[src/logic/capcmp_pkg.sv]
// Purpose: shared constants and carriers for the capture/compare block
// Assumes: 200 MHz clk_sys, classic Wishbone register access
// Notes:   register word offsets are byte addresses
package capcmp_pkg;

  // register byte offsets
  localparam logic [7:0] OFS_COMMAND     = 8'h00;
  localparam logic [7:0] OFS_LATCH_CFG   = 8'h04;
  localparam logic [7:0] OFS_STATUS      = 8'h08;
  localparam logic [7:0] OFS_COUNTER_ENV = 8'h0C;
  localparam logic [7:0] OFS_OPMODE      = 8'h10;
  localparam logic [7:0] OFS_INPUT_ENV   = 8'h14;
  localparam logic [7:0] OFS_OUTPUT_ENV  = 8'h18;
  localparam logic [7:0] OFS_IRQ_EN      = 8'h1C;
  localparam logic [7:0] OFS_EVENT_FLAGS = 8'h20;
  localparam logic [7:0] OFS_COUNTER_ONE = 8'h24;
  localparam logic [7:0] OFS_COUNTER_TWO = 8'h28;
  localparam logic [7:0] OFS_CMP_ONE     = 8'h2C;
  localparam logic [7:0] OFS_CMP_TWO     = 8'h30;
  localparam logic [7:0] OFS_CAP3        = 8'h34;
  localparam logic [7:0] OFS_CAP4        = 8'h38;

  // command codes and timer mode code
  localparam logic [7:0] CMD_CAP3_BEGIN = 8'h3C;
  localparam logic [7:0] CMD_CAP4_BEGIN = 8'h3D;
  localparam logic [7:0] CMD_CAP3_END   = 8'h3E;
  localparam logic [7:0] CMD_CAP4_END   = 8'h3F;
  localparam logic [7:0] MODE_TIMER     = 8'h47;

  // latch config field positions (fourth latch at +8)
  localparam int CAP_SRC_LSB  = 0;
  localparam int CAP_EDGE_BIT = 3;
  localparam int CAP_CSEL_BIT = 4;
  localparam int CAP_MODE_BIT = 5;
  localparam int CAP_FLT_LSB  = 6;
  localparam int CAP4_SHIFT   = 8;

  // status bit positions
  localparam int ST_CAP3_MON = 17;
  localparam int ST_CAP3_ONCE = 18;
  localparam int ST_CAP3_TOG = 19;
  localparam int ST_CAP4_MON = 20;
  localparam int ST_CAP4_ONCE = 21;
  localparam int ST_CAP4_TOG = 22;

  // counter environment / mode / input / output / event bits
  localparam int CE_C1_HOLD   = 2;
  localparam int CE_C2_HOLD   = 3;
  localparam int CE_C1S_LSB   = 12;
  localparam int CE_C2S_LSB   = 14;
  localparam int CE_C1_SRC    = 16;
  localparam int CE_C2_SRC    = 17;
  localparam int OM_CMD_INH   = 11;
  localparam int IE_ENC_OFF   = 14;
  localparam int OE_PULSE_MSK = 31;
  localparam int IRQ_CMP1     = 6;
  localparam int IRQ_CMP2     = 7;
  localparam int IRQ_CAP3     = 16;
  localparam int IRQ_CAP4     = 17;

  // comparator condition codes
  localparam logic [1:0] CMP_OFF = 2'b00;
  localparam logic [1:0] CMP_EQ  = 2'b01;
  localparam logic [1:0] CMP_GT  = 2'b10;
  localparam logic [1:0] CMP_LT  = 2'b11;

  // filter widths at 200 MHz
  localparam int CLK_MHZ      = 200;
  localparam int FLT0_NS      = 100;
  localparam int FLT1_NS      = 3200;
  localparam int FLT2_NS      = 25000;
  localparam int FLT3_NS      = 200000;
  localparam int FLT0_CYC     = (FLT0_NS * CLK_MHZ + 999) / 1000;
  localparam int FLT1_CYC     = (FLT1_NS * CLK_MHZ + 999) / 1000;
  localparam int FLT2_CYC     = (FLT2_NS * CLK_MHZ + 999) / 1000;
  localparam int FLT3_CYC     = (FLT3_NS * CLK_MHZ + 999) / 1000;
  localparam int FLT_W        = 16;

  localparam logic [31:0] RESET_WORD = 32'h0000_0000;

  typedef struct packed {
    logic [1:0] filter;
    logic       every;
    logic       csel;
    logic       edge_rise;
    logic [2:0] source;
  } cap_cfg_s;

  typedef struct packed {
    logic       monitoring;
    logic       once;
    logic       toggle;
  } cap_flags_s;

endpackage

[src/logic/counter_latch_compare.sv]
// Purpose: per-axis capture, counter stop and compare logic
// Assumes: one clock, classic Wishbone slave, pins asynchronous
// Notes:   counter inputs arrive as up/down count enables
//
// Design decisions made here: the Wishbone slave port and the address map.
module counter_latch_compare (
  // clock and reset
  input  wire logic        clk_sys,
  input  wire logic        srst,
  // wishbone slave
  input  wire logic        cyc_i,
  input  wire logic        stb_i,
  input  wire logic        we_i,
  input  wire logic [7:0]  adr_i,
  input  wire logic [3:0]  sel_i,
  input  wire logic [31:0] dat_i,
  output logic [31:0]      dat_o,
  output logic             ack_o,
  // trigger pins
  input  wire logic        latch_pin,
  input  wire logic        origin_pin,
  input  wire logic        encoder_index_pin,
  input  wire logic [3:0]  general_pin,
  // count sources
  input  wire logic        cmd_pulse_in,
  input  wire logic        cmd_pulse_dir,
  input  wire logic        enc_step,
  input  wire logic        enc_dir,
  // outputs
  output logic             cmd_pulse_out,
  output logic             cmp_one_out_pin,
  output logic             cmp_two_out_pin,
  output logic             event_irq
);

  ////////////////////////////////////////////////////////////////////////
  // registers
  logic [31:0] latch_trigger_config;
  logic [31:0] counter_environment;
  logic [31:0] operation_mode_preset;
  logic [31:0] input_environment;
  logic [31:0] output_environment;
  logic [31:0] event_irq_enable;
  logic [31:0] event_flags;
  logic [31:0] counter_one;
  logic [31:0] counter_two;
  logic [31:0] compare_value_one;
  logic [31:0] compare_value_two;
  logic [31:0] third_capture_reg;
  logic [31:0] fourth_capture_reg;
  logic [31:0] extended_status;
  capcmp_pkg::cap_flags_s cap3_flags;
  capcmp_pkg::cap_flags_s cap4_flags;
  logic        cap3_hit;
  logic        cap4_hit;
  logic        bus_req;
  logic        wr_en;
  logic [7:0]  cmd_code;
  logic        cmd_wr;

  function automatic logic [31:0] merge(input logic [31:0] old,
                                        input logic [31:0] wd,
                                        input logic [3:0]  be);
    logic [31:0] r;
    r = old;
    for (int i = 0; i < 4; i++) begin
      if (be[i]) begin
        r[i*8 +: 8] = wd[i*8 +: 8];
      end
    end
    return r;
  endfunction

  function automatic logic cmp_met(input logic [1:0]  cond,
                                   input logic [31:0] cv,
                                   input logic [31:0] cnt);
    logic r;
    r = 1'b0;
    unique case (cond)
      capcmp_pkg::CMP_OFF: r = 1'b0;
      capcmp_pkg::CMP_EQ:  r = (cv == cnt);
      capcmp_pkg::CMP_GT:  r = ($signed(cv) > $signed(cnt));
      capcmp_pkg::CMP_LT:  r = ($signed(cv) < $signed(cnt));
    endcase
    return r;
  endfunction

  ////////////////////////////////////////////////////////////////////////
  // pin synchronisers: change taken once stages two and three agree
  logic [6:0] pin_s1;
  logic [6:0] pin_s2;
  logic [6:0] pin_s3;
  logic [6:0] pin_clean;
  logic [7:0] trig_pins;

  always_ff @(posedge clk_sys) begin
    if (srst) begin
      pin_s1    <= '0;
      pin_s2    <= '0;
      pin_s3    <= '0;
      pin_clean <= '0;
    end else begin
      pin_s1 <= {general_pin, encoder_index_pin, origin_pin, latch_pin};
      pin_s2 <= pin_s1;
      pin_s3 <= pin_s2;
      for (int i = 0; i < 7; i++) begin
        if (pin_s2[i] == pin_s3[i]) begin
          pin_clean[i] <= pin_s3[i];
        end
      end
    end
  end

  assign trig_pins = {pin_clean, 1'b0};

  ////////////////////////////////////////////////////////////////////////
  // ack one cycle after the request; writes land on the ack edge only
  assign bus_req  = cyc_i && stb_i && !ack_o;
  assign wr_en    = cyc_i && stb_i && we_i && ack_o;
  assign cmd_wr   = wr_en && (adr_i == capcmp_pkg::OFS_COMMAND) && sel_i[0];
  assign cmd_code = dat_i[7:0];

  always_ff @(posedge clk_sys) begin
    if (srst) begin
      ack_o <= 1'b0;
      dat_o <= capcmp_pkg::RESET_WORD;
    end else begin
      ack_o <= bus_req;
      if (bus_req && !we_i) begin
        unique case (adr_i)
          capcmp_pkg::OFS_LATCH_CFG:   dat_o <= latch_trigger_config;
          capcmp_pkg::OFS_STATUS:      dat_o <= extended_status;
          capcmp_pkg::OFS_COUNTER_ENV: dat_o <= counter_environment;
          capcmp_pkg::OFS_OPMODE:      dat_o <= operation_mode_preset;
          capcmp_pkg::OFS_INPUT_ENV:   dat_o <= input_environment;
          capcmp_pkg::OFS_OUTPUT_ENV:  dat_o <= output_environment;
          capcmp_pkg::OFS_IRQ_EN:      dat_o <= event_irq_enable;
          capcmp_pkg::OFS_EVENT_FLAGS: dat_o <= event_flags;
          capcmp_pkg::OFS_COUNTER_ONE: dat_o <= counter_one;
          capcmp_pkg::OFS_COUNTER_TWO: dat_o <= counter_two;
          capcmp_pkg::OFS_CMP_ONE:     dat_o <= compare_value_one;
          capcmp_pkg::OFS_CMP_TWO:     dat_o <= compare_value_two;
          capcmp_pkg::OFS_CAP3:        dat_o <= third_capture_reg;
          capcmp_pkg::OFS_CAP4:        dat_o <= fourth_capture_reg;
          default:                     dat_o <= capcmp_pkg::RESET_WORD;
        endcase
      end
    end
  end

  always_ff @(posedge clk_sys) begin
    if (srst) begin
      latch_trigger_config  <= capcmp_pkg::RESET_WORD;
      counter_environment   <= capcmp_pkg::RESET_WORD;
      operation_mode_preset <= capcmp_pkg::RESET_WORD;
      input_environment     <= capcmp_pkg::RESET_WORD;
      output_environment    <= capcmp_pkg::RESET_WORD;
      event_irq_enable      <= capcmp_pkg::RESET_WORD;
      compare_value_one     <= capcmp_pkg::RESET_WORD;
      compare_value_two     <= capcmp_pkg::RESET_WORD;
    end else if (wr_en) begin
      unique case (adr_i)
        capcmp_pkg::OFS_LATCH_CFG: latch_trigger_config <=
          merge(latch_trigger_config, dat_i, sel_i);
        capcmp_pkg::OFS_COUNTER_ENV: counter_environment <=
          merge(counter_environment, dat_i, sel_i);
        capcmp_pkg::OFS_OPMODE: operation_mode_preset <=
          merge(operation_mode_preset, dat_i, sel_i);
        capcmp_pkg::OFS_INPUT_ENV: input_environment <=
          merge(input_environment, dat_i, sel_i);
        capcmp_pkg::OFS_OUTPUT_ENV: output_environment <=
          merge(output_environment, dat_i, sel_i);
        capcmp_pkg::OFS_IRQ_EN: event_irq_enable <=
          merge(event_irq_enable, dat_i, sel_i);
        capcmp_pkg::OFS_CMP_ONE: compare_value_one <=
          merge(compare_value_one, dat_i, sel_i);
        capcmp_pkg::OFS_CMP_TWO: compare_value_two <=
          merge(compare_value_two, dat_i, sel_i);
        default: ;
      endcase
    end
  end

  ////////////////////////////////////////////////////////////////////////
  // counters
  logic timer_mode;
  logic cmd_cnt_ok;
  logic enc_cnt_ok;
  logic step_one;
  logic step_two;
  logic dir_one;
  logic dir_two;

  assign timer_mode = operation_mode_preset[7:0] == capcmp_pkg::MODE_TIMER;
  // command source stops on inhibit or timer mode, not on output mask
  assign cmd_cnt_ok = cmd_pulse_in
                      && !operation_mode_preset[capcmp_pkg::OM_CMD_INH]
                      && !timer_mode;
  assign enc_cnt_ok = enc_step
                      && !input_environment[capcmp_pkg::IE_ENC_OFF];

  always_comb begin
    step_one = counter_environment[capcmp_pkg::CE_C1_SRC] ? enc_cnt_ok
                                                         : cmd_cnt_ok;
    dir_one  = counter_environment[capcmp_pkg::CE_C1_SRC] ? enc_dir
                                                         : cmd_pulse_dir;
    step_two = counter_environment[capcmp_pkg::CE_C2_SRC] ? enc_cnt_ok
                                                         : cmd_cnt_ok;
    dir_two  = counter_environment[capcmp_pkg::CE_C2_SRC] ? enc_dir
                                                         : cmd_pulse_dir;
  end

  always_ff @(posedge clk_sys) begin
    if (srst) begin
      counter_one <= capcmp_pkg::RESET_WORD;
    end else if (wr_en && adr_i == capcmp_pkg::OFS_COUNTER_ONE) begin
      counter_one <= merge(counter_one, dat_i, sel_i);
    end else if (step_one
                 && !counter_environment[capcmp_pkg::CE_C1_HOLD]) begin
      counter_one <= dir_one ? counter_one - 32'h0000_0001
                             : counter_one + 32'h0000_0001;
    end
  end

  always_ff @(posedge clk_sys) begin
    if (srst) begin
      counter_two <= capcmp_pkg::RESET_WORD;
    end else if (wr_en && adr_i == capcmp_pkg::OFS_COUNTER_TWO) begin
      counter_two <= merge(counter_two, dat_i, sel_i);
    end else if (step_two
                 && !counter_environment[capcmp_pkg::CE_C2_HOLD]) begin
      counter_two <= dir_two ? counter_two - 32'h0000_0001
                             : counter_two + 32'h0000_0001;
    end
  end

  // pulse mask gates the pin only, counting is unaffected
  always_ff @(posedge clk_sys) begin
    if (srst) begin
      cmd_pulse_out <= 1'b0;
    end else begin
      cmd_pulse_out <= cmd_pulse_in
                       && !output_environment[capcmp_pkg::OE_PULSE_MSK];
    end
  end

  ////////////////////////////////////////////////////////////////////////
  // capture channels
  capture_channel u_cap3 (
    .clk_sys   (clk_sys),
    .srst      (srst),
    .cfg       (latch_trigger_config[7:0]),
    .begin_cmd (cmd_wr && cmd_code == capcmp_pkg::CMD_CAP3_BEGIN),
    .end_cmd   (cmd_wr && cmd_code == capcmp_pkg::CMD_CAP3_END),
    .pins      (trig_pins),
    .count_one (counter_one),
    .count_two (counter_two),
    .value     (third_capture_reg),
    .flags     (cap3_flags),
    .captured  (cap3_hit)
  );

  capture_channel u_cap4 (
    .clk_sys   (clk_sys),
    .srst      (srst),
    .cfg       (latch_trigger_config[15:8]),
    .begin_cmd (cmd_wr && cmd_code == capcmp_pkg::CMD_CAP4_BEGIN),
    .end_cmd   (cmd_wr && cmd_code == capcmp_pkg::CMD_CAP4_END),
    .pins      (trig_pins),
    .count_one (counter_one),
    .count_two (counter_two),
    .value     (fourth_capture_reg),
    .flags     (cap4_flags),
    .captured  (cap4_hit)
  );

  always_comb begin
    extended_status = capcmp_pkg::RESET_WORD;
    extended_status[capcmp_pkg::ST_CAP3_MON]  = cap3_flags.monitoring;
    extended_status[capcmp_pkg::ST_CAP3_ONCE] = cap3_flags.once;
    extended_status[capcmp_pkg::ST_CAP3_TOG]  = cap3_flags.toggle;
    extended_status[capcmp_pkg::ST_CAP4_MON]  = cap4_flags.monitoring;
    extended_status[capcmp_pkg::ST_CAP4_ONCE] = cap4_flags.once;
    extended_status[capcmp_pkg::ST_CAP4_TOG]  = cap4_flags.toggle;
  end

  ////////////////////////////////////////////////////////////////////////
  // comparators and event flags
  logic cmp_one_met;
  logic cmp_two_met;
  logic [31:0] event_set;

  assign cmp_one_met = cmp_met(counter_environment[13:12],
                               compare_value_one, counter_one);
  assign cmp_two_met = cmp_met(counter_environment[15:14],
                               compare_value_two, counter_two);

  always_comb begin
    event_set = capcmp_pkg::RESET_WORD;
    event_set[capcmp_pkg::IRQ_CMP1] = cmp_one_met;
    event_set[capcmp_pkg::IRQ_CMP2] = cmp_two_met;
    event_set[capcmp_pkg::IRQ_CAP3] = cap3_hit;
    event_set[capcmp_pkg::IRQ_CAP4] = cap4_hit;
    event_set = event_set & event_irq_enable;
  end

  // write-one-to-clear, a new event in the same cycle wins
  always_ff @(posedge clk_sys) begin
    if (srst) begin
      event_flags <= capcmp_pkg::RESET_WORD;
    end else if (wr_en && adr_i == capcmp_pkg::OFS_EVENT_FLAGS) begin
      event_flags <= (event_flags & ~(dat_i & {{8{sel_i[3]}}, {8{sel_i[2]}},
                     {8{sel_i[1]}}, {8{sel_i[0]}}})) | event_set;
    end else begin
      event_flags <= event_flags | event_set;
    end
  end

  always_ff @(posedge clk_sys) begin
    if (srst) begin
      cmp_one_out_pin <= 1'b0;
      cmp_two_out_pin <= 1'b0;
      event_irq       <= 1'b0;
    end else begin
      cmp_one_out_pin <= cmp_one_met;
      cmp_two_out_pin <= cmp_two_met;
      event_irq       <= |(event_flags | event_set);
    end
  end

  a_cmp_pin_follow: assert property (@(posedge clk_sys) disable iff (srst)
    cmp_one_met |=> cmp_one_out_pin)
    else $error("comparator one pin did not follow match");

  a_cap_event_set: assert property (@(posedge clk_sys) disable iff (srst)
    (cap3_hit && event_irq_enable[capcmp_pkg::IRQ_CAP3])
      |=> event_flags[capcmp_pkg::IRQ_CAP3] ##0 event_irq)
    else $error("capture event flag not set");

  a_hold_freeze: assert property (@(posedge clk_sys) disable iff (srst)
    (counter_environment[capcmp_pkg::CE_C1_HOLD]
      && !(wr_en && adr_i == capcmp_pkg::OFS_COUNTER_ONE))
      |=> counter_one == $past(counter_one))
    else $error("held counter one changed");

  a_timer_stop: assert property (@(posedge clk_sys) disable iff (srst)
    (timer_mode && !counter_environment[capcmp_pkg::CE_C2_SRC] && !wr_en)
      |=> counter_two == $past(counter_two))
    else $error("command count in timer mode");

endmodule

[src/logic/capture_channel.sv]
// Purpose: one trigger capture channel: select, filter, edge, latch
// Assumes: trigger pins already synchronised to clk_sys
// Notes:   filter counts stable cycles before the new level is accepted
module capture_channel (
  // clock and reset
  input  wire logic                   clk_sys,
  input  wire logic                   srst,
  // control
  input  wire capcmp_pkg::cap_cfg_s   cfg,
  input  wire logic                   begin_cmd,
  input  wire logic                   end_cmd,
  input  wire logic [7:0]             pins,
  input  wire logic [31:0]            count_one,
  input  wire logic [31:0]            count_two,
  // results
  output logic [31:0]                 value,
  output capcmp_pkg::cap_flags_s      flags,
  output logic                        captured
);

  logic                               raw;
  logic                               level;
  logic [capcmp_pkg::FLT_W-1:0]       stable;
  logic [capcmp_pkg::FLT_W-1:0]       need;
  logic                               edge_hit;

  always_comb begin
    raw = pins[cfg.source];
    unique case (cfg.filter)
      2'b00: need = capcmp_pkg::FLT_W'(capcmp_pkg::FLT0_CYC);
      2'b01: need = capcmp_pkg::FLT_W'(capcmp_pkg::FLT1_CYC);
      2'b10: need = capcmp_pkg::FLT_W'(capcmp_pkg::FLT2_CYC);
      2'b11: need = capcmp_pkg::FLT_W'(capcmp_pkg::FLT3_CYC);
    endcase
  end

  // pulse must hold its new level for the chosen width
  always_ff @(posedge clk_sys) begin
    if (srst) begin
      level  <= 1'b0;
      stable <= '0;
    end else if (raw == level) begin
      stable <= '0;
    end else if (stable + 1'b1 >= need) begin
      level  <= raw;
      stable <= '0;
    end else begin
      stable <= stable + 1'b1;
    end
  end

  // source 000 disables capture; edge picks the level entering
  assign edge_hit = (cfg.source != 3'b000) && (raw != level)
                    && (stable + 1'b1 >= need)
                    && (raw == cfg.edge_rise);

  always_ff @(posedge clk_sys) begin
    if (srst) begin
      flags    <= '0;
      value    <= capcmp_pkg::RESET_WORD;
      captured <= 1'b0;
    end else begin
      captured <= 1'b0;
      if (end_cmd) begin
        flags <= '0;
      end else if (begin_cmd) begin
        flags.monitoring <= 1'b1;
      end else if (flags.monitoring && edge_hit
                   && (cfg.every || !flags.once)) begin
        value         <= cfg.csel ? count_two : count_one;
        flags.once    <= 1'b1;
        flags.toggle  <= ~flags.toggle;
        captured      <= 1'b1;
      end
    end
  end

  a_end_clears: assert property (@(posedge clk_sys) disable iff (srst)
    end_cmd |=> (flags == '0))
    else $error("end command did not clear flags");

  a_idle_no_cap: assert property (@(posedge clk_sys) disable iff (srst)
    !flags.monitoring |=> !captured)
    else $error("capture while not monitoring");

  a_one_shot: assert property (@(posedge clk_sys) disable iff (srst)
    (flags.once && !cfg.every && !end_cmd && !begin_cmd) |=> !captured)
    else $error("second capture in first-trigger mode");

  a_toggle_step: assert property (@(posedge clk_sys) disable iff (srst)
    captured |-> (flags.toggle != $past(flags.toggle)) && flags.once)
    else $error("toggle flag did not follow capture");

endmodule

[config.mk]
export PLATFORM = sky130hd
export DESIGN_NAME = counter_latch_compare
export DESIGN_NICKNAME = d
export VERILOG_FILES = /design/src/logic/capcmp_pkg.sv /design/src/logic/counter_latch_compare.sv /design/src/logic/capture_channel.sv
export SDC_FILE = /design/constraint.sdc
export NUM_CORES = 2
export LEC_CHECK = 0
export BUFFER_PORTS_ARGS = -buffer_cell sky130_fd_sc_hd__buf_4
export CAP_MARGIN = 15
export CORE_MARGIN = 2
export CORE_UTILIZATION = 45
export CTS_BUF_LIST = sky130_fd_sc_hd__clkbuf_8
export CTS_CLUSTER_SIZE = 25
export DETAILED_ROUTE_END_ITERATION = 8
export PLACE_DENSITY = 0.57
export SLEW_MARGIN = 0
export SYNTH_ARGS = -nofsm -noshare
export SYNTH_HDL_FRONTEND = slang
export SYNTH_HIERARCHICAL = 1
export SYNTH_SLANG_ARGS = --single-unit
export TNS_END_PERCENT = 100
[constraint.sdc]
create_clock -name clk_sys -period 7.7 [get_ports clk_sys]
set_input_delay 0.77 -clock clk_sys [delete_from_list [all_inputs] [get_ports clk_sys]]
set_output_delay 0.77 -clock clk_sys [all_outputs]
set_load 0.02 [all_outputs]
==> results.json <==
{
  "core-area_um2": 63000,
  "num_rows": 92,
  "fin_nets": 3793,
  "die_x_um": 256,
  "place_inst": 4321,
  "r2r_cells": 13,
  "slew_headroom": 0.160,
  "maxSlewViolCount": 0,
  "wirelength_um": 116000,
  "fin_ws_ns": 3.12,
  "start_kind": "flop",
  "clkTransAtPathRegs_ns": 0.06,
  "grtUsageMet1": 0.428,
  "path_class": "flop to flop",
  "ys_warn_count": 6,
  "cts.sinks": 523,
  "powerDensity_nw_per_um2": 203,
  "min_to": "pin_s1[4]",
  "finalInstanceArea_um2": 31900,
  "io_pins": 97,
  "first_iter_violations": 3216,
  "post-cts-setup-buffers": 0,
  "worstReg2RegEnd": "counter_two[28]",
  "syn_avg_cell_area_um2": 8.06,
  "r2r_start": "counter_environment[17]",
  "dpl.hpwl_um": 81400,
  "gp_congestion": 0.985,
  "place_ws_ns": 2.92,
  "vias": 27900,
  "drc_errors": 0,
  "syn_area_um2": 28600,
  "grt_max_degree": 214,
  "final_cells": 4501,
  "antenna_found_initial": 3,
  "dr.pass1.iters": 8,
  "area.growth.synth_to_final_pct": 11.6,
  "synth_seq_area_share": 0.366,
  "ctsHoldBuffers": 0,
  "cts_root_buf": "clkbuf_8",
  "syn_inst": 3545,
  "synth-seq-cells": 523,
  "ys_types": 98,
  "clock_path_buffers": 3,
  "peakVddDrop_mv": 0.152,
  "period_share": 0.595,
  "grt_usage": 0.343,
  "skew_ns": 0.0413,
  "status": "finished, final reports clean",
  "fmax_mhz": 218,
  "grt_pass1_wl_um": 171000,
  "grt_pass1_vias": 26700,
  "met3_usage": 0.0620,
  "overflow": 0,
  "start_util": 0.454,
  "drive_gt1_frac": 0.107,
  "ys.flop_type": "dfxtp_1",
  "cts-buffers-inserted": 96,
  "port_buffers": 96,
  "tightestPinTransition_ns": 1.26,
  "drt-vias-per-instance": 6.20,
  "rsz0062_at_grt": "no",
  "tns_ns": 0,
  "grt_use_met2": 0.542,
  "period_needed_ns": 4.58,
  "htree_levels": 3,
  "post_drt_wl_per_cell_um": 25.9,
  "cp-end-kind": "flop",
  "crit_fanout": 37,
  "cts_tree": "done",
  "ant_nets": 0,
  "dieHeight_um": 256,
  "cts_resized": 0,
  "hp-class": "primary input to flop",
  "setup_viol": 0,
  "clkLatencyLatePin_ns": 0.73,
  "crit_arrival_ns": 5.14,
  "cp.required_ns": 8.27,
  "placed_area_um2": 29900,
  "fillers": 6187,
  "p_leak_nw": 11.9,
  "hold_viol": 0,
  "dieArea_um2": 65600,
  "maxCapViolCount": 0,
  "whs_path_depth": 2,
  "async_flop_share": 0,
  "top_usage_layer": "met2",
  "synth_edf_count": 0,
  "worstHoldStart": "general_pin[1]",
  "rrSetupSlack_ns": 3.12
}
## synth_stat cells, types with 10 or more instances
cell         n  area share
a22oi_1     37      0.0097
nand4_1     37      0.0081
dfxtp_1    523        0.37
buf_2       11      0.0019
a222oi_1    23      0.0081
nand3_1     70       0.012
mux2_4      31       0.016
o21ai_0     97       0.017
xnor2_1     50       0.015
ha_1       156       0.068
o32ai_1     34       0.010
clkbuf_1   179       0.024
a21o_1      59       0.015
a22o_1      26      0.0080
o21a_1      25      0.0066
a2111oi_0   10      0.0031
inv_1      133       0.017
a21oi_1    437       0.077
and3_1      15      0.0033
mux2i_1    109       0.038
nand2_1    703       0.092
a31oi_1     39      0.0085
nor2_1     206       0.027
xor2_1      26      0.0080
a221oi_1    66       0.020
nand2b_1    42      0.0092
nor2b_1     78       0.017
nor3_1      46      0.0081
a211oi_1    37      0.0097
or3_1       11      0.0024
nor4_1      19      0.0042
nor3b_1     17      0.0045
o211ai_1    11      0.0029
a311oi_1    17      0.0052
## placed cells by master (no fill, tap or decap), drive strengths merged, types with 9 or more instances in the layout
cell type	synthesis	final
a21o	59	59
dfxtp	523	523
and3	15	15
nand3	72	72
o21a	25	25
xnor2	50	50
mux2i	109	109
buf	26	136
a311oi	17	17
nand2b	42	42
a21oi	441	441
a222oi	23	23
nor3	49	49
nand4	38	38
a2111oi	14	14
a211o	9	9
nand2	703	703
a211oi	38	38
nor3b	19	19
a221oi	66	66
inv	133	169
and2	11	11
clkinv	0	16
ha	156	156
nor2b	82	82
o32ai	34	34
or3	11	11
clkbuf	179	121
a22o	26	26
o21ai	107	107
nor2	211	211
nor4	21	21
o211ai	11	11
a22oi	37	37
a31oi	39	39
mux2	40	40
xor2	26	26
## how the worst max path moves through the flow
stage / to / slack [ns] / start / cells past startpoint
3_5_place_dp: counter_one[31] / 2.92 / enc_dir / 14
3_3_place_gp: counter_one[30] / 2.68 / adr_i[1] / 10
4_1_cts: counter_one[31] / 3.18 / counter_environment[16] / 14
6_report: counter_two[28] / 3.12 / counter_environment[17] / 13
2_1_floorplan: counter_one[31] / 3.79 / enc_dir / 13
5_1_grt: counter_two[25] / 2.91 / counter_environment[17] / 13
## power breakdown
group          leakage [nW]  switching [mW]  total, mW  internal, mW
registers              4.23           0.124       2.88          2.75
clock network          1.13            1.27       2.69          1.42
logic                  6.50           0.571      0.909         0.338
## sequential cells by signal, summed over array words and instances, names as in the netlist, 32 cells and up
| signal | count |
|---|---|
| latch_trigger_config | 32 |
| counter_environment | 32 |
| u_cap4/value | 32 |
| output_environment | 32 |
| compare_value_two | 32 |
| input_environment | 32 |
| compare_value_one | 32 |
| counter_one | 32 |
| dat_o | 32 |
| event_irq_enable | 32 |
| u_cap3/value | 32 |
| operation_mode_preset | 32 |
| counter_two | 32 |
| event_flags | 32 |
## stage by stage
step	utilization	hold slack, ns	power, mW
detailed placement	0.475	0.422	3.81
finish	0.507	0.283	6.47
global placement	0.475	0.432	3.80
floorplan	-	0.414	3.49
global route	0.506	0.255	6.69
CTS	0.506	0.245	6.47
## kinds of logic (layout without fill, tap and decap cells)
| kind of cell | Yosys count | in the layout | share of synthesized area |
|---|---|---|---|
| xor gates and xnor gates | 76 | 76 | 0.0233 |
| and+or+nand+nor | 1306 | 1306 | 0.208 |
| other | 1 | 5 | 0.000131 |
| DFF | 523 | 523 | 0.366 |
| adders and majority gates | 158 | 158 | 0.0697 |
| buffers and inverters | 338 | 444 | 0.0477 |
| AOI/OAI and AO/OA | 992 | 992 | 0.225 |
| muxes | 151 | 151 | 0.0596 |
## worst max-delay path, stage by stage, from the launching register on
cell and delay (ns):
dfxtp_1 0.29, buf_4 0.18, mux2_2 0.79, inv_1 0.13
fa_1 0.41, nor2b_1 0.25, o31ai_2 0.13, a211oi_1 0.54
a311o_1 0.29, a21oi_2 0.05, o21ai_1 0.47, a41oi_1 0.22
xor2_1 0.18, a2111oi_0 0.46
## final cells by class
class | instances | area [um^2] | area share
multi-input cells | 2685 | 16900 | 0.529
repair buffers | 136 | 1070 | 0.0337
clock buffers | 121 | 1670 | 0.0522
clock inverters | 54 | 259 | 0.00812
inverters | 133 | 499 | 0.0157
well taps | 846 | 1060 | 0.0332
flip-flops and latches | 523 | 10500 | 0.328
diodes | 3 | 7.51 | 0.000235
## metal layers
layer | vias to the layer above | wire length [um] | part of all wire
li1 | 12700 | - | -
met2 | 1451 | 52000 | 0.45
met3 | 426 | 9680 | 0.083
met1 | 13300 | 46000 | 0.40
met4 | 0 | 8650 | 0.074
met5 | - | 0 | 0
(Power assumes the default switching activity.)
